## config.mk

```make
export PLATFORM = sky130hd
export DESIGN_NAME = irq_wake_ctrl
export DESIGN_NICKNAME = d
export VERILOG_FILES = /design/src/verilog/irq_wake_pkg.sv /design/src/verilog/irq_req_if.sv /design/src/verilog/irq_gate.sv /design/src/verilog/irq_wake_ctrl.sv
export SDC_FILE = /design/constraint.sdc
export NUM_CORES = 1
export LEC_CHECK = 0
export ABC_AREA = 1
export CAP_MARGIN = 30
export CORE_UTILIZATION = 55
export CTS_CLUSTER_SIZE = 30
export DETAILED_ROUTE_END_ITERATION = 10
export DONT_BUFFER_PORTS = 1
export PLACE_DENSITY = 0.7
export SETUP_SLACK_MARGIN = 0.02
export SLEW_MARGIN = 5
export SYNTH_ARGS = -nofsm -noshare
export SYNTH_HDL_FRONTEND = slang
export SYNTH_SLANG_ARGS = --single-unit
```

## constraint.sdc

```tcl
create_clock -name core_clk -period 1.7 [get_ports core_clk]
set_input_delay 0.085 -clock core_clk [delete_from_list [all_inputs] [get_ports core_clk]]
set_output_delay 0.085 -clock core_clk [all_outputs]
set_load 0.02 [all_outputs]
```

## src/verilog/irq_wake_pkg.sv

```systemverilog
// Purpose: Shared constants for the interrupt enable and low-power wake block
// Assumes: Avalon-MM register slave, 32-bit data, byte addresses
// Notes: Offsets other than the enable mask placement are local choices
package irq_wake_pkg;
    // ************************************************************
    // Register map (byte addresses)
    // ************************************************************
    localparam logic [3:0] ADDR_IE = 4'h0;
    localparam logic [3:0] ADDR_T2CTL = 4'h4;
    localparam logic [3:0] ADDR_PWR = 4'h8;
    localparam logic [3:0] ADDR_STAT = 4'hc;

    // ************************************************************
    // Enable mask fields
    // ************************************************************
    localparam int IE_GLOBAL_BIT = 7;
    localparam int IE_RSVD_BIT = 6;
    localparam int IE_T2_BIT = 5;
    localparam int IE_SER_BIT = 4;
    localparam int IE_T1_BIT = 3;
    localparam int IE_X1_BIT = 2;
    localparam int IE_T0_BIT = 1;
    localparam int IE_X0_BIT = 0;
    localparam logic [7:0] IE_RESET = 8'h00;
    localparam logic [7:0] IE_WRITABLE = 8'hbf;

    // ************************************************************
    // Timer 2 control fields
    // ************************************************************
    localparam int T2_OVF_BIT = 7;
    localparam int T2_EXT_BIT = 6;
    localparam int T2_TRIG_EN_BIT = 3;
    localparam logic [7:0] T2CTL_RESET = 8'h00;

    // ************************************************************
    // Power control fields and timing
    // ************************************************************
    localparam int PWR_IDLE_BIT = 0;
    localparam int PWR_DOWN_BIT = 1;
    localparam int STATES_PER_CYCLE = 6;
    localparam int RESUME_CYCLES = 2;

    typedef enum logic [1:0] {
        PM_RUN,
        PM_IDLE,
        PM_DOWN
    } power_mode_t;

    typedef enum logic [1:0] {
        T2_CAPTURE,
        T2_RELOAD_UP,
        T2_RELOAD_UPDOWN,
        T2_BAUD
    } t2_mode_t;
endpackage : irq_wake_pkg

```

## src/verilog/irq_req_if.sv

```systemverilog
// Purpose: Carrier for raw request sources and enable bits into the priority gate
// Assumes: One clock domain
// Notes: Six sources, order ext0, t0, ext1, t1, serial, t2
`timescale 1ns/1ps
interface irq_req_if;
    logic [5:0] raw;
    logic [5:0] enable;
    logic global_allow;
    logic [5:0] gated;
    logic any;
    modport src (output raw, output enable, output global_allow, input gated, input any);
    modport gate (input raw, input enable, input global_allow, output gated, output any);
endinterface : irq_req_if

```

## src/verilog/irq_gate.sv

```systemverilog
// Purpose: Masks the six request sources with per-source and global allow bits
// Assumes: Inputs already sampled at the proper machine-cycle point
// Notes: Purely combinational
`timescale 1ns/1ps
module irq_gate (
    // Request carrier
    irq_req_if.gate req
);
    // Per-source masking; global allow overrides everything
    assign req.gated = req.global_allow ? (req.raw & req.enable) : 6'h00;
    assign req.any = |req.gated;
endmodule : irq_gate

```

## src/verilog/irq_wake_ctrl.sv

```systemverilog
// Purpose: Interrupt enable mask, timer 2 flag merge and idle / power-down control
// Assumes: Timers, serial port and core live outside; core_clk is the machine clock
// Notes: Registers reached over Avalon-MM, waitrequest low on the cycle after the strobe
//
// The Avalon-MM register port and the placing of the registers are this design's own decisions.
`timescale 1ns/1ps
module irq_wake_ctrl (
    // Clock and reset
    input wire logic core_clk,
    input wire logic reset_n,
    // Avalon-MM slave
    input wire logic [3:0] avs_address,
    input wire logic avs_read,
    input wire logic avs_write,
    input wire logic [31:0] avs_writedata,
    output logic [31:0] avs_readdata,
    output logic avs_waitrequest,
    // Machine-cycle state strobes from the clock generator
    input wire logic state2_phase2,
    input wire logic state5_phase2,
    // Request sources
    input wire logic ext_request_0,
    input wire logic ext_request_1,
    input wire logic timer0_overflow,
    input wire logic timer1_overflow,
    input wire logic timer2_overflow,
    input wire logic serial_irq,
    input wire logic timer2_external_input,
    input wire logic [1:0] timer2_mode,
    // Core handshake
    input wire logic irq_ack,
    input wire logic [2:0] irq_ack_vector,
    input wire logic ext_prog_mem,
    output logic irq_pending,
    output logic [2:0] irq_vector,
    output logic timer0_overflow_flag,
    output logic timer1_overflow_flag,
    // Power and pin control
    output logic cpu_halt,
    output logic osc_stop,
    output logic ram_access_block,
    output logic addr_latch_strobe,
    output logic prog_store_strobe,
    output logic port0_float,
    output logic port2_drive_addr
);
    // ************************************************************
    // State
    // ************************************************************
    logic [7:0] interrupt_enable_mask_ff;
    logic timer2_overflow_flag_ff;
    logic timer2_external_flag_ff;
    logic timer2_external_trigger_enable_ff;
    logic t0_flag_ff;
    logic t1_flag_ff;
    logic t0_seen_ff;
    logic t1_seen_ff;
    logic [5:0] sampled_ff;
    logic timer2_external_input_prev_ff;
    logic ack_ff;
    logic [1:0] resume_cnt_ff;
    logic pending_ff;
    logic [2:0] vector_ff;
    irq_wake_pkg::power_mode_t mode_ff;
    irq_wake_pkg::t2_mode_t t2m;
    logic wr_hit;
    logic t2_fall;
    logic t2_request;
    irq_req_if req ();

    assign t2m = irq_wake_pkg::t2_mode_t'(timer2_mode);
    assign wr_hit = avs_write && ack_ff; // Lands only at the edge where waitrequest is low
    assign t2_fall = timer2_external_input_prev_ff && !timer2_external_input;

    // ************************************************************
    // Bus slave: one wait cycle, then answer
    // ************************************************************
    // Waitrequest drops one cycle after the strobe so write and read share one timing
    assign avs_waitrequest = (avs_read || avs_write) && !ack_ff;
    always_ff @(posedge core_clk or negedge reset_n) begin
        if (!reset_n) begin
            ack_ff <= 1'b0;
        end else begin
            ack_ff <= (avs_read || avs_write) && !ack_ff;
        end
    end

    // Read mux; unmapped addresses read zero
    always_ff @(posedge core_clk or negedge reset_n) begin
        if (!reset_n) begin
            avs_readdata <= 32'h0;
        end else if (avs_read && !ack_ff) begin
            case (avs_address)
                irq_wake_pkg::ADDR_IE: avs_readdata <= {24'h0, interrupt_enable_mask_ff};
                irq_wake_pkg::ADDR_T2CTL: avs_readdata <= {24'h0, timer2_overflow_flag_ff,
                    timer2_external_flag_ff, 2'b00, timer2_external_trigger_enable_ff, 3'b000};
                irq_wake_pkg::ADDR_PWR: avs_readdata <= {30'h0, mode_ff == irq_wake_pkg::PM_DOWN,
                    mode_ff == irq_wake_pkg::PM_IDLE};
                irq_wake_pkg::ADDR_STAT: avs_readdata <= {26'h0, sampled_ff};
                default: avs_readdata <= 32'h0;
            endcase
        end
    end

    // ************************************************************
    // Enable mask
    // ************************************************************
    // Reserved bit 6 is not stored so a stray one cannot leak into future use
    always_ff @(posedge core_clk or negedge reset_n) begin
        if (!reset_n) begin
            interrupt_enable_mask_ff <= irq_wake_pkg::IE_RESET;
        end else if (wr_hit && avs_address == irq_wake_pkg::ADDR_IE) begin
            interrupt_enable_mask_ff <= avs_writedata[7:0] & irq_wake_pkg::IE_WRITABLE;
        end
    end

    // ************************************************************
    // Timer 2 control and flags
    // ************************************************************
    always_ff @(posedge core_clk or negedge reset_n) begin
        if (!reset_n) begin
            timer2_external_trigger_enable_ff <= 1'b0;
        end else if (wr_hit && avs_address == irq_wake_pkg::ADDR_T2CTL) begin
            timer2_external_trigger_enable_ff <= avs_writedata[irq_wake_pkg::T2_TRIG_EN_BIT];
        end
    end

    always_ff @(posedge core_clk or negedge reset_n) begin
        if (!reset_n) begin
            timer2_external_input_prev_ff <= 1'b1;
        end else begin
            timer2_external_input_prev_ff <= timer2_external_input;
        end
    end

    // Overflow flag set at state 2; baud mode rollovers leave it alone; set beats clear
    always_ff @(posedge core_clk or negedge reset_n) begin
        if (!reset_n) begin
            timer2_overflow_flag_ff <= 1'b0;
        end else if (timer2_overflow && state2_phase2 && t2m != irq_wake_pkg::T2_BAUD) begin
            timer2_overflow_flag_ff <= 1'b1;
        end else if (wr_hit && avs_address == irq_wake_pkg::ADDR_T2CTL) begin
            timer2_overflow_flag_ff <= avs_writedata[irq_wake_pkg::T2_OVF_BIT];
        end
    end

    // External flag: falling edge sets it, up/down mode toggles on roll; no ack clear
    always_ff @(posedge core_clk or negedge reset_n) begin
        if (!reset_n) begin
            timer2_external_flag_ff <= 1'b0;
        end else if (t2m == irq_wake_pkg::T2_RELOAD_UPDOWN) begin
            if (timer2_overflow && state2_phase2) begin
                timer2_external_flag_ff <= !timer2_external_flag_ff;
            end else if (wr_hit && avs_address == irq_wake_pkg::ADDR_T2CTL) begin
                timer2_external_flag_ff <= avs_writedata[irq_wake_pkg::T2_EXT_BIT];
            end
        end else if (t2_fall && timer2_external_trigger_enable_ff) begin
            timer2_external_flag_ff <= 1'b1;
        end else if (wr_hit && avs_address == irq_wake_pkg::ADDR_T2CTL) begin
            timer2_external_flag_ff <= avs_writedata[irq_wake_pkg::T2_EXT_BIT];
        end
    end

    // Toggled flag in up/down mode is a count bit, not a request
    assign t2_request = timer2_overflow_flag_ff ||
        (timer2_external_flag_ff && t2m != irq_wake_pkg::T2_RELOAD_UPDOWN);

    // ************************************************************
    // Timer 0/1 flags: set at state 5, cleared by hardware on vectoring
    // ************************************************************
    always_ff @(posedge core_clk or negedge reset_n) begin
        if (!reset_n) begin
            t0_flag_ff <= 1'b0;
            t1_flag_ff <= 1'b0;
        end else begin
            if (timer0_overflow && state5_phase2) begin
                t0_flag_ff <= 1'b1;
            end else if (irq_ack && irq_ack_vector == 3'h1) begin
                t0_flag_ff <= 1'b0;
            end
            if (timer1_overflow && state5_phase2) begin
                t1_flag_ff <= 1'b1;
            end else if (irq_ack && irq_ack_vector == 3'h3) begin
                t1_flag_ff <= 1'b0;
            end
        end
    end
    assign timer0_overflow_flag = t0_flag_ff;
    assign timer1_overflow_flag = t1_flag_ff;

    // Polling point: the next state-2 strobe, i.e. the following machine cycle
    always_ff @(posedge core_clk or negedge reset_n) begin
        if (!reset_n) begin
            t0_seen_ff <= 1'b0;
            t1_seen_ff <= 1'b0;
        end else if (state2_phase2) begin
            t0_seen_ff <= t0_flag_ff;
            t1_seen_ff <= t1_flag_ff;
        end
    end

    // ************************************************************
    // Sampling and gating of the six sources
    // ************************************************************
    // A timer 2 flag set at state 2 is already seen by this state-5 sample
    always_ff @(posedge core_clk or negedge reset_n) begin
        if (!reset_n) begin
            sampled_ff <= 6'h00;
        end else if (state5_phase2) begin
            sampled_ff <= {t2_request, serial_irq,
                t1_seen_ff, ext_request_1, t0_seen_ff, ext_request_0};
        end
    end

    assign req.raw = sampled_ff;
    assign req.enable = interrupt_enable_mask_ff[5:0];
    assign req.global_allow = interrupt_enable_mask_ff[irq_wake_pkg::IE_GLOBAL_BIT];

    irq_gate u_gate (
        .req(req)
    );

    // Fixed order vector: lowest index first
    always_ff @(posedge core_clk or negedge reset_n) begin
        if (!reset_n) begin
            pending_ff <= 1'b0;
            vector_ff <= 3'h0;
        end else begin
            pending_ff <= req.any;
            vector_ff <= req.gated[0] ? 3'h0 : req.gated[1] ? 3'h1 : req.gated[2] ? 3'h2 :
                req.gated[3] ? 3'h3 : req.gated[4] ? 3'h4 : 3'h5;
        end
    end
    assign irq_pending = pending_ff;
    assign irq_vector = vector_ff;

    // ************************************************************
    // Power modes
    // ************************************************************
    // Power-down ignores requests: only reset leaves it; idle leaves on enabled request
    always_ff @(posedge core_clk or negedge reset_n) begin
        if (!reset_n) begin
            mode_ff <= irq_wake_pkg::PM_RUN;
        end else begin
            case (mode_ff)
                irq_wake_pkg::PM_RUN: begin
                    if (wr_hit && avs_address == irq_wake_pkg::ADDR_PWR) begin
                        if (avs_writedata[irq_wake_pkg::PWR_DOWN_BIT]) begin
                            mode_ff <= irq_wake_pkg::PM_DOWN;
                        end else if (avs_writedata[irq_wake_pkg::PWR_IDLE_BIT]) begin
                            mode_ff <= irq_wake_pkg::PM_IDLE;
                        end
                    end
                end
                irq_wake_pkg::PM_IDLE: begin
                    if (req.any) begin
                        mode_ff <= irq_wake_pkg::PM_RUN;
                    end
                end
                irq_wake_pkg::PM_DOWN: mode_ff <= irq_wake_pkg::PM_DOWN;
                default: mode_ff <= irq_wake_pkg::PM_RUN;
            endcase
        end
    end

    // After a reset that ends idle the core may run briefly; RAM stays locked meanwhile
    always_ff @(posedge core_clk or negedge reset_n) begin
        if (!reset_n) begin
            resume_cnt_ff <= 2'(irq_wake_pkg::RESUME_CYCLES);
        end else if (resume_cnt_ff != 2'h0 && state5_phase2) begin
            resume_cnt_ff <= resume_cnt_ff - 2'h1;
        end
    end
    assign ram_access_block = resume_cnt_ff != 2'h0;

    // Halt only stops the core; mask, flags and sampling above keep running
    assign cpu_halt = mode_ff != irq_wake_pkg::PM_RUN;
    assign osc_stop = mode_ff == irq_wake_pkg::PM_DOWN;
    assign addr_latch_strobe = mode_ff == irq_wake_pkg::PM_IDLE;
    assign prog_store_strobe = mode_ff == irq_wake_pkg::PM_IDLE;
    assign port0_float = mode_ff != irq_wake_pkg::PM_RUN && ext_prog_mem;
    assign port2_drive_addr = mode_ff == irq_wake_pkg::PM_IDLE && ext_prog_mem;
endmodule : irq_wake_ctrl

```

Word-level counts from Yosys, hierarchy flattened
Index checks and enable logic that the tools add are counted.
{ "word_totals": {"register_bits": 62, "inputBits": 56, "output_inout_bits": 46, "elab_cells": 85} }
{ "op_classes": {"addsub": 1, "eq_ne": 13, "n_mux": 22, "bitwise_logic": 1, "n_reduce_logical": 32} }
{ "ops": {"columns": ["operator", "count"], "rows": [
  ["one-hot mux 8 bit (4 select lines)", 1],
  ["logical AND 1 bit", 18],
  ["two-way mux 3 bit", 4],
  ["two-way mux 1 bit", 11],
  ["nonzero test 2 bit", 5],
  ["equality test 4 bit, second input constant", 2],
  ["two-way mux 2 bit", 4],
  ["bitwise AND 6 bit", 1],
  ["two-way mux 6 bit", 1],
  ["inequality test 2 bit, second input constant", 3],
  ["one-hot mux 2 bit (3 select lines)", 1],
  ["OR reduction 6 bit", 1],
  ["equality test 2 bit, second input constant", 2],
  ["equality test 4 x 3 -> 1 bit, second input constant", 1],
  ["logical NOT 4 bit", 1],
  ["equality test 3 x 1 -> 1 bit, second input constant", 1],
  ["equality test 3 x 2 -> 1 bit, second input constant", 1],
  ["logical NOT 1 bit", 3],
  ["inequality test 3 bit, second input constant", 1],
  ["AND reduction 3 bit", 1],
  ["equality test 2 x 1 -> 1 bit, second input constant", 1],
  ["logical NOT 2 bit", 1],
  ["logical OR 1 bit", 2],
  ["inequality test 2 x 1 -> 1 bit, second input constant", 1],
  ["subtractor 2 x 1 -> 2 bit, second input constant", 1]
]} }

Longest topological paths before layout
Gate-level depths: netlist of the first run.
{ "logic_depth": {"word_depth": 7, "depth_mapped": 7, "depth_no_buf": 7} }

By module
From an unflattened synthesis of the first run, not the netlist that was laid out.
{ "hier_totals": {"hier_cells": 257, "hier_area_um2": 2105.8} }
{ "modules_own_cells": {"columns": ["module", "n_inst", "cells_each", "area_per_inst_um2", "seq_area_each_um2"], "rows": [
  ["irq_wake_ctrl", 1, 239, 2030.7, 953.4],
  ["irq_gate", 1, 18, 75.1, 0.0]
]} }

Least setup slack after synthesis of the first run
OpenSTA, ideal clock, no wires.
{ "synth_path": {"kind": "reg2reg", "start": "register resume_cnt_ff[1]", "end": "register resume_cnt_ff[0]", "setup_time_ns": 0.124, "arrival_ns": 1.112, "required_time_ns": 1.576, "slack_ns": 0.464, "stages_incl_launch_ff": 6, "n_path_buf": 0, "synth_period_minus_slack_ns": 1.236, "cell_sequence": "dfstp_2 -> inv_1 -> ha_1 -> inv_1 -> nand2_1 -> xor2_1"} }
{ "synth_between": {"elab_chain_len": 2} }
{ "synth_lines": {"columns": ["item", "line", "text"], "rows": [
  ["start, declared", "irq_wake_ctrl.sv:61", "logic [1:0] resume_cnt_ff;"],
  ["start signal, assigned", "irq_wake_ctrl.sv:269", "resume_cnt_ff <= 2'(irq_wake_pkg::RESUME_CYCLES);"],
  ["start signal, assigned", "irq_wake_ctrl.sv:271", "resume_cnt_ff <= resume_cnt_ff - 2'h1;"],
  ["nonzero test 2 bit", null, null],
  ["named net ram_access_block", "irq_wake_ctrl.sv:41", "output logic ram_access_block,"],
  ["logical AND 1 bit", "irq_wake_ctrl.sv:270", "end else if (resume_cnt_ff != 2'h0 && state5_phase2) begin"]
]} }
The timed path passes the listed nets, and every way through them passes these cells.
A chain may end at the register's enable or synchronous reset.

Worst setup path after layout of the first run
{ "layout_path": {"start": "register ack_ff", "end": "register timer2_overflow_flag_ff"} }
{ "layout_between": {"elab_chain_len": 3} }
{ "layout_lines": {"columns": ["item", "line", "text"], "rows": [
  ["start, declared", "irq_wake_ctrl.sv:60", "logic ack_ff;"],
  ["start signal, assigned", "irq_wake_ctrl.sv:84", "ack_ff <= (avs_read || avs_write) && !ack_ff;"],
  ["logical AND 1 bit", "irq_wake_ctrl.sv:72", "assign wr_hit = avs_write && ack_ff;"],
  ["logical AND 1 bit", "irq_wake_ctrl.sv:142", "end else if (wr_hit && avs_address == irq_wake_pkg::ADDR_T2CTL) begin"],
  ["nonzero test 2 bit (no line)", null, null],
  ["end signal, assigned", "irq_wake_ctrl.sv:143", "timer2_overflow_flag_ff <= avs_writedata[irq_wake_pkg::T2_OVF_BIT];"],
  ["end, declared", "irq_wake_ctrl.sv:51", "logic timer2_overflow_flag_ff;"]
]} }
Every way passes these cells.

==> results of run 1 <==
power groups by stage:
stage	clock, uW	sequential [uW]	combinational, uW
floorplan	0	1230	556
global placement	0	1250	573
detailed placement	0	1260	592
CTS	526	1240	679
global route	555	1260	765
finish	500	1240	683
worst max-delay path by stage:
stage / startpoint / slack (ns) / to / cells after the start
final: ack_ff / 0.14 / timer2_overflow_flag_ff / 7
after CTS: avs_address[0] / 0.05 / timer2_overflow_flag_ff / 7
after global placement: resume_cnt_ff[1] / 0.44 / resume_cnt_ff[0] / 5
after global routing: ack_ff / 0.04 / timer2_overflow_flag_ff / 7
after floorplan: resume_cnt_ff[1] / 0.46 / resume_cnt_ff[0] / 5
after detailed placement: resume_cnt_ff[1] / 0.40 / resume_cnt_ff[0] / 5
final cells by class:
cell class | instances | share of cell area (%)
multi-input cells | 163 | 34.08
repair buffers | 34 | 14.42
flip-flops and latches | 38 | 40.71
well taps | 46 | 2.457
clock inverters | 2 | 0.5342
inverters | 35 | 5.609
clock buffers | 6 | 2.190
synthesized netlist by cell type, drive strengths merged:
master  instances
o22ai           1
clkbuf          1
nand2          55
a21boi          1
nand4           3
nand3          24
o21ai          22
dfrtp          36
a21oi           6
dfstp           2
mux2            1
a211oi          1
nor3            1
a22o            2
o31ai           1
conb            1
nor2           18
buf            27
o21bai          1
ha              1
inv            35
xor2            1
state kept, by name, summed over array words and instances, names as in the netlist:
register,count
avs_readdata,8
interrupt_enable_mask_ff,7
req.raw,6
irq_vector,3
mode_ff,2
resume_cnt_ff,2
ack_ff,1
irq_pending,1
t0_seen_ff,1
t1_seen_ff,1
timer0_overflow_flag,1
timer1_overflow_flag,1
timer2_external_flag_ff,1
timer2_external_input_prev_ff,1
timer2_external_trigger_enable_ff,1
timer2_overflow_flag_ff,1
routing by layer:
metal	GRT usage (%)	vias to the layer above	wire, um	share of wire [%]
met5	0	-	0	0
met4	7.849	0	61	1.5
met3	7.482	6	261	6.5
met2	38.72	62	2010	50
met1	25.63	739	1702	42
li1	-	794	-	-
timing repair:
action,CTS,global route
setup endpoints to repair,0,1
hold buffers,29,0
hold endpoints to repair,71,0
gates resized for setup,0,3
setup buffers,0,3
critical path, stage by stage, from the launching register on:
cell and delay (ns):
sky130_fd_sc_hd__dfrtp_1 0.41, sky130_fd_sc_hd__nand2_1 0.08, sky130_fd_sc_hd__inv_2 0.07, sky130_fd_sc_hd__nand3_2 0.09
sky130_fd_sc_hd__inv_2 0.05, sky130_fd_sc_hd__a21oi_1 0.10, sky130_fd_sc_hd__dlygate4sd3_1 0.56, sky130_fd_sc_hd__o21ai_0 0.09
cell usage in the layout, fill, tap and decap left out, drive strengths merged, types with 18 or more instances in the layout:
cell type / Yosys / routed
nand2: 55 / 55
dfrtp: 36 / 36
inv: 35 / 35
dlygate4sd3: 0 / 28
conb: 1 / 24
nand3: 24 / 24
o21ai: 22 / 22
nor2: 18 / 18
cells by family (layout without fill, tap and decap cells):
kind of cell	Yosys count	count (layout)	synth area share [%]
adders and majority gates	1	1	0.6226
xor gates and xnor gates	1	1	0.4359
buffers and inverters	63	77	17.37
and+or+nand+nor	101	101	22.42
muxes	1	1	0.5604
other	1	24	0.1866
DFF	38	38	47.45
AOI/OAI and AO/OA	35	35	10.96
through the flow:
step | std cells | hold WS [ns] | utilization, % | instance area [um^2]
floorplan | 264 | -0.2106 | - | 2096
global placement | 284 | -0.2095 | 57.11 | 1951
detailed placement | 284 | -0.2095 | 57.11 | 1951
CTS | 321 | 0.004374 | 67.77 | 2315
global route | 324 | 0.01410 | 68.57 | 2342
finish | 324 | 0.01301 | 68.57 | 2342
==> results by stage, run 1 <==
Yosys:
- The number of distinct library cells after synthesis is 31.
- The share of Yosys cell area claimed by the top area cell type is 44.83%.
- The sequential element share of the synthesized area is 47.45%.
- Synthesis inferred 38 register bits.
- The average instance in the mapped netlist occupies 8.338 um^2.
- The largest area contributor in the synthesized netlist is sky130_fd_sc_hd__dfrtp_1.
- Yosys printed 0 warnings.
- By area the synthesized netlist is led by sky130_fd_sc_hd__dfrtp_1 45%, sky130_fd_sc_hd__nand2_1 10%, sky130_fd_sc_hd__buf_4 9.3%, sky130_fd_sc_hd__inv_1 6.2%, sky130_fd_sc_hd__nand3_1 5.7%.
- After synthesis the cells add up to 2009 um^2.
- The number of cells produced by synthesis is 241.

Floorplan:
- The number of rows in the core area is 21.
- The initial utilization of the core area, before any placement, comes to 58.83%.
- 102 I/O pins were placed.
- The die is 62.45 um wide.
- The die height is 62.45 um.
- The region available for standard cell placement spans 3416 um^2.
- The die covers 3899 um^2.

Setup path:
- The setup path with the least slack is of type flop to flop.
- At the worst endpoint, the arrival time is 1.80 ns.
- The startpoint of the lowest-slack register-to-register path is ack_ff.
- Measured in cells, the most critical reg-to-reg path has a length of 7.
- The endpoint identified for the worst register-to-register timing path is timer2_overflow_flag_ff.
- For flop-to-flop paths, the worst setup slack is 0.14 ns.
- STA classifies the critical path endpoint as a flop.
- The worst setup path is launched from a flop.
- The data required time at the worst endpoint is 1.94 ns.
- Of all nets on the critical path, the largest fanout is 4.

Clock network:
- TritonCTS built the clock tree.
- The H-tree depth reported by CTS is 2.
- For this design, the sink count on the clock tree is 38.
- The tree is rooted in a sky130_fd_sc_hd__clkbuf_4.
- Buffers inserted during clock tree synthesis total 5.
- The largest buffer count on any clock path is 2.
- At the later pin of the worst-skew pair, clock insertion delay measures 0.35 ns.
- After clock tree synthesis, the clock-pin slew on the worst setup and hold paths is 0.11 ns.

Timing:
- The worst max-slew margin expressed relative to the limit is 59.34%.
- The number of failing hold endpoints at the final stage came to 0.
- The timing-limited maximum frequency is 639.1 MHz.
- The final setup violation count is 0.
- The final worst setup slack is 0.1353 ns.
- The shortest period the worst path allows is 1.565 ns.
- Of the available clock period, the critical path in the final layout requires 92.04%.
- The final count of pins violating max slew was 0.
- Setup repair after global routing left no endpoint under its margin.
- The post-route setup TNS is 0 ns.
- The slew at the pin with the worst max-slew slack is 0.6053 ns.
- The clock tree skew after final layout is 0.01090 ns.

Layout:
- Cells with a size suffix above 1 make up 12.23% of the layout.
- The area growth from synthesis to layout is 16.56%.
- The repair_antennas step left the layout with diodes totalling 0.
- The final layout contains 334 nets.
- The area of the multi-input gates is 798.3 um^2.
- The flip-flop and latch area is 953.4 um^2.
- Fill cells in the final layout number 289.

Route:
- After detailed routing, the average wire length per cell comes to 12.46 um.
- After detailed routing, the number of vias per cell comes to 4.941.
- The via count of the routed design is 1601.
- For this block, the routed nets add up to 4036 um of wire.
- The starting DRC count in detailed routing is 79.
- The first-pass detailed-route iteration total is 4.
- The detail route stage leaves a number of antenna-violating nets equal to 0.
- After detailed routing, the number of remaining DRC violations is 0.

Power:
- The clock network fraction of design power is 20.6%.
- The net load switching power is 921.7 uW.
- Internal power comes to 1502 uW.
- The share of total power dissipated in sequential elements is 51.2%.
- The maximum vdd ir drop is 757.7 uV.
- For this design the static power due to leakage is 0.001215 uW.
- The share of total power consumed by net switching is 38.03%.
- Overall power consumption after layout is estimated at 2424 uW.
- The total power per unit cell area is 1035 nW/um^2.
- In this run, the combinational gates consume 28.2% of the power.

Flow run:
- Across the run, the number of max-cap violations was 0.

Global route:
- The via count of the first global-routing pass is 1533.
- The first-pass GRT wire length is 6658 um.
- For this run, the total global-route usage over all layers was measured as 22.36%.
- Entering global routing, the biggest net connects 39 pins.
- The initial antenna violation count is 0.
- Global routing finished with a remaining overflow of 0.

Placed design:
- Detailed placement ended at an HPWL of 2670 um.
- The global placement routability congestion is 0.7945.
- Before CTS, the worst setup slack after placement is 0.4047 ns.
- During placement, the flow inserted port buffers numbering 0.

Hold path:
- In this run the most critical hold path is launched from avs_address[2].
- Counting instances, the worst hold path has a depth of 4.
- The worst hold-check path type is input port to flop.
- For hold timing, the worst endpoint is avs_readdata[1].

Run status:
- The run finished with clean final reports.
Note: power is estimated with default switching activity, not from simulation.
==> run 2: changes to the inputs <==
CELL_PAD_IN_SITES_DETAIL_PLACEMENT = 0   (was unset)
CELL_PAD_IN_SITES_GLOBAL_PLACEMENT = 1   (was unset)
CORE_UTILIZATION = 47   (was 55)
PLACE_DENSITY = unset   (was 0.7)
PLACE_DENSITY_LB_ADDON = 0.1   (was unset)
==> results by stage, run 2 (synthesis gave the netlist of run 1 again) <==
Run status:
- The run finished with clean final reports.

Setup path:
- The nature of the critical path startpoint is an input port.
- The capturing element type of the critical path is a flop.
- The depth of the worst register-to-register path came to 2 (-5).
- The worst register-to-register path ends at timer0_overflow_flag.
- The worst register-to-register path begins at timer0_overflow_flag.
- The slack of the worst reg-to-reg path is 0.33 ns (+0.19 ns).
- The worst setup path is of the input port to flop kind.
- The data required time at the worst endpoint came to 1.87 ns (-0.07 ns).
- The arrival time reported for the critical path endpoint is 1.57 ns (-0.23 ns).
- The maximum fanout count along the critical path is 10 (+6).

Global route:
- The global-route usage over all layers is 18.76% (-3.6 points).
- The total congestion overflow is 0 (unchanged).
- The maximum number of pins on one net before global-route repair was 39 (unchanged).
- The first-pass GRT wire length came to 6134 um (-7.9%).
- The initial antenna violation count is 0 (unchanged).
- The via count of the first global-routing pass was 1420 (-7.4%).

Timing:
- The worst max-slew margin expressed relative to the limit is 59.38% (about the same).
- The slew at the pin with the worst max-slew slack is 0.6046 ns (-0.0006890 ns).
- The final setup violation count is 0 (unchanged).
- The final count of pins violating max slew came to 0 (unchanged).
- The number of failing hold endpoints at the final stage is 0 (unchanged).
- The clock tree skew after final layout is 0.003855 ns (-0.007049 ns).
- The post-route setup TNS is 0 ns (unchanged).
- The timing-limited maximum frequency is 715.4 MHz (+12%).
- Setup repair after global routing left no endpoint under its margin.
- The portion of the clock cycle consumed by the worst path in the final layout is 82.22% (-9.8 points).
- The shortest period the worst path allows is 1.398 ns (-0.1669 ns).

Hold path:
- The worst hold-check path type is input port to flop.
- The worst hold path depth came to 2 (-2).
- The worst min-delay path endpoint is timer1_overflow_flag.
- The start point of the worst min-delay path is irq_ack.

Power:
- The logic gate share of total power is 25.6% (-2.6 points).
- The clock network fraction of design power is 25.3% (+4.7 points).
- The share of total power consumed by net switching is 36.50% (-1.5 points).
- The share of total power in sequential cells was 49.0% (-2.2 points).
- The total power per unit cell area is 1133 nW/um^2 (+9.5%).
- The design internal power came to 1609 uW (+7.1%).
- The net load switching power is 924.9 uW (+0.34%).
- The leakage power is 0.001175 uW (-3.3%).
- The maximum vdd ir drop is 549.5 uV (-27%).

Route:
- The first-pass detailed-route iteration total is 4 (unchanged).
- The per-cell via count in the routed design is 4.834 (-2.2%).
- The remaining routing DRC violations was 0 (unchanged).
- The routed length per placed instance came to 12.69 um (+1.9%).
- The via count of the routed design is 1518 (-5.2%).
- The wire length reported by the detailed router came to 3984 um (-1.3%).
- The starting DRC count in detailed routing is 38 (-52%).
- The number of nets with antenna violations after detailed routing is 0 (unchanged).

Placed design:
- The total of buffers placed on input and output ports came to 0 (unchanged).
- The detailed-placement wirelength estimate is 2907 um (+8.9%).
- The number of placed cells counting well taps is 288 (+1.4%).
- The global placement routability congestion is 0.7768 (-2.2%).

Layout:
- The non-filler instance count after layout is 314 (-3.1%).
- The register with the most flip-flops is avs_readdata.
- The number of nets in the layout was 320 (-4.2%).
- The number of flip-flops in the largest register is 8 (unchanged).
- The number of antenna diodes is 0 (unchanged).
- The synthesis-to-finish area growth is 11.33%.
- The most common cell after layout, fill and taps aside is sky130_fd_sc_hd__nand2_1.
- The top cell types in the final layout, fill and taps aside, are 55 x sky130_fd_sc_hd__nand2_1, 36 x sky130_fd_sc_hd__dfrtp_1, 33 x sky130_fd_sc_hd__inv_1.
- The share of layout cells above drive strength 1 came to 10.23% (-2.0 points).

Flow run:
- The number of maximum-capacitance constraint violations is 0 (unchanged).

Clock network:
- The root cell of the clock tree is sky130_fd_sc_hd__clkbuf_8.
- The clock sink count is 38 (unchanged).
- The largest buffer count on any clock path was 2 (unchanged).
- The clock slew seen by the registers of the worst setup and hold paths was 0.07 ns (-0.04 ns).
- The number of instances resized during post-cts repair is 0 (unchanged).
- The clock insertion delay at the later pin of the skew report was 0.29 ns (-0.06 ns).
- The clock buffer count from CTS was 5 (unchanged).
- The H-tree depth reported by CTS is 2 (unchanged).
- TritonCTS built the clock tree.

Floorplan:
- The die height is 67.39 um (+7.9%).
- The number of rows in the core area is 23 (+9.5%).
- The core area was 4058 um^2 (+19%).
- The I/O pin count came to 102 (unchanged).
- The die area is 4541 um^2 (+16%).
- The chip width is 67.39 um (+7.9%).
- The starting utilization of the core area came to 49.52% (-9.3 points).
[run 2: changes by cell type in the layout (fill, tap and decap cells not counted), moves of 2 or more]
| cell | change |
|---|---|
| sky130_fd_sc_hd__inv_1 | +2 |
| sky130_fd_sc_hd__clkbuf_8 | +5 |
| sky130_fd_sc_hd__clkbuf_4 | -5 |
| sky130_fd_sc_hd__inv_2 | -2 |
| sky130_fd_sc_hd__buf_4 | -3 |
| sky130_fd_sc_hd__dlygate4sd3_1 | -11 |
[run 2: how the worst max path moves through the flow]
stage / startpoint / to / slack, ns / depth (start not counted)
6_report: state5_phase2 / timer0_overflow_flag / 0.30 / 3
5_1_grt: state5_phase2 / timer0_overflow_flag / 0.25 / 3
3_5_place_dp: resume_cnt_ff[1] / resume_cnt_ff[0] / 0.42 / 5
3_3_place_gp: resume_cnt_ff[1] / resume_cnt_ff[0] / 0.43 / 5
2_1_floorplan: resume_cnt_ff[1] / resume_cnt_ff[0] / 0.46 / 5
4_1_cts: mode_ff[1] / port2_drive_addr / 0.33 / 1
[run 2: metal layers]
metal,vias to the layer above,part of all wire (%),global-route usage (%)
met3,10,4.9,4.223
met4,0,2.6,11.97
met2,53,48,30.63
met1,696,45,22.11
met5,-,0,0
li1,759,-,-
[run 2: cell type report]
type                            instances  area (um^2)
Tap cell                               50        62.56
Fill cell                             400         1821
Clock buffer                            7        86.33
Multi-Input combinational cell        163        793.3
Clock inverter                          1        5.005
Sequential cell                        38        953.4
Inverter                               35        131.4
Timing Repair Buffer                   20        205.2
[run 2: critical path, cell delays in order]
cell and delay (ns):
sky130_fd_sc_hd__dlygate4sd3_1 0.68, sky130_fd_sc_hd__a22o_1 0.25, sky130_fd_sc_hd__dlygate4sd3_1 0.55
[run 2: through the flow]
step	power (uW)	worst slack [ns]	util [%]	hold slack (ns)	instance area [um^2]
detailed placement	1853	0.4161	48.20	-0.2095	1956
finish	2534	0.3022	55.13	0.008584	2237
global placement	1830	0.4332	48.20	-0.2096	1956
floorplan	1784	0.4636	-	-0.2106	2096
global route	2713	0.2505	55.13	0.01281	2237
CTS	2559	0.3318	55.13	0.0003658	2237
[run 2: timing repair]
action                                 4_1_cts  5_1_grt
endpoints found under the hold margin       60        0
hold buffers                                18        0
buffers inserted                             0        0
[run 2: power by group through the flow]
stage | Sequential [uW] | Clock, uW | Combinational [uW]
after floorplan | 1230 | 0 | 556
after global placement | 1250 | 0 | 577
after detailed placement | 1260 | 0 | 592
after CTS | 1240 | 659 | 657
after global routing | 1260 | 701 | 750
final | 1240 | 642 | 649
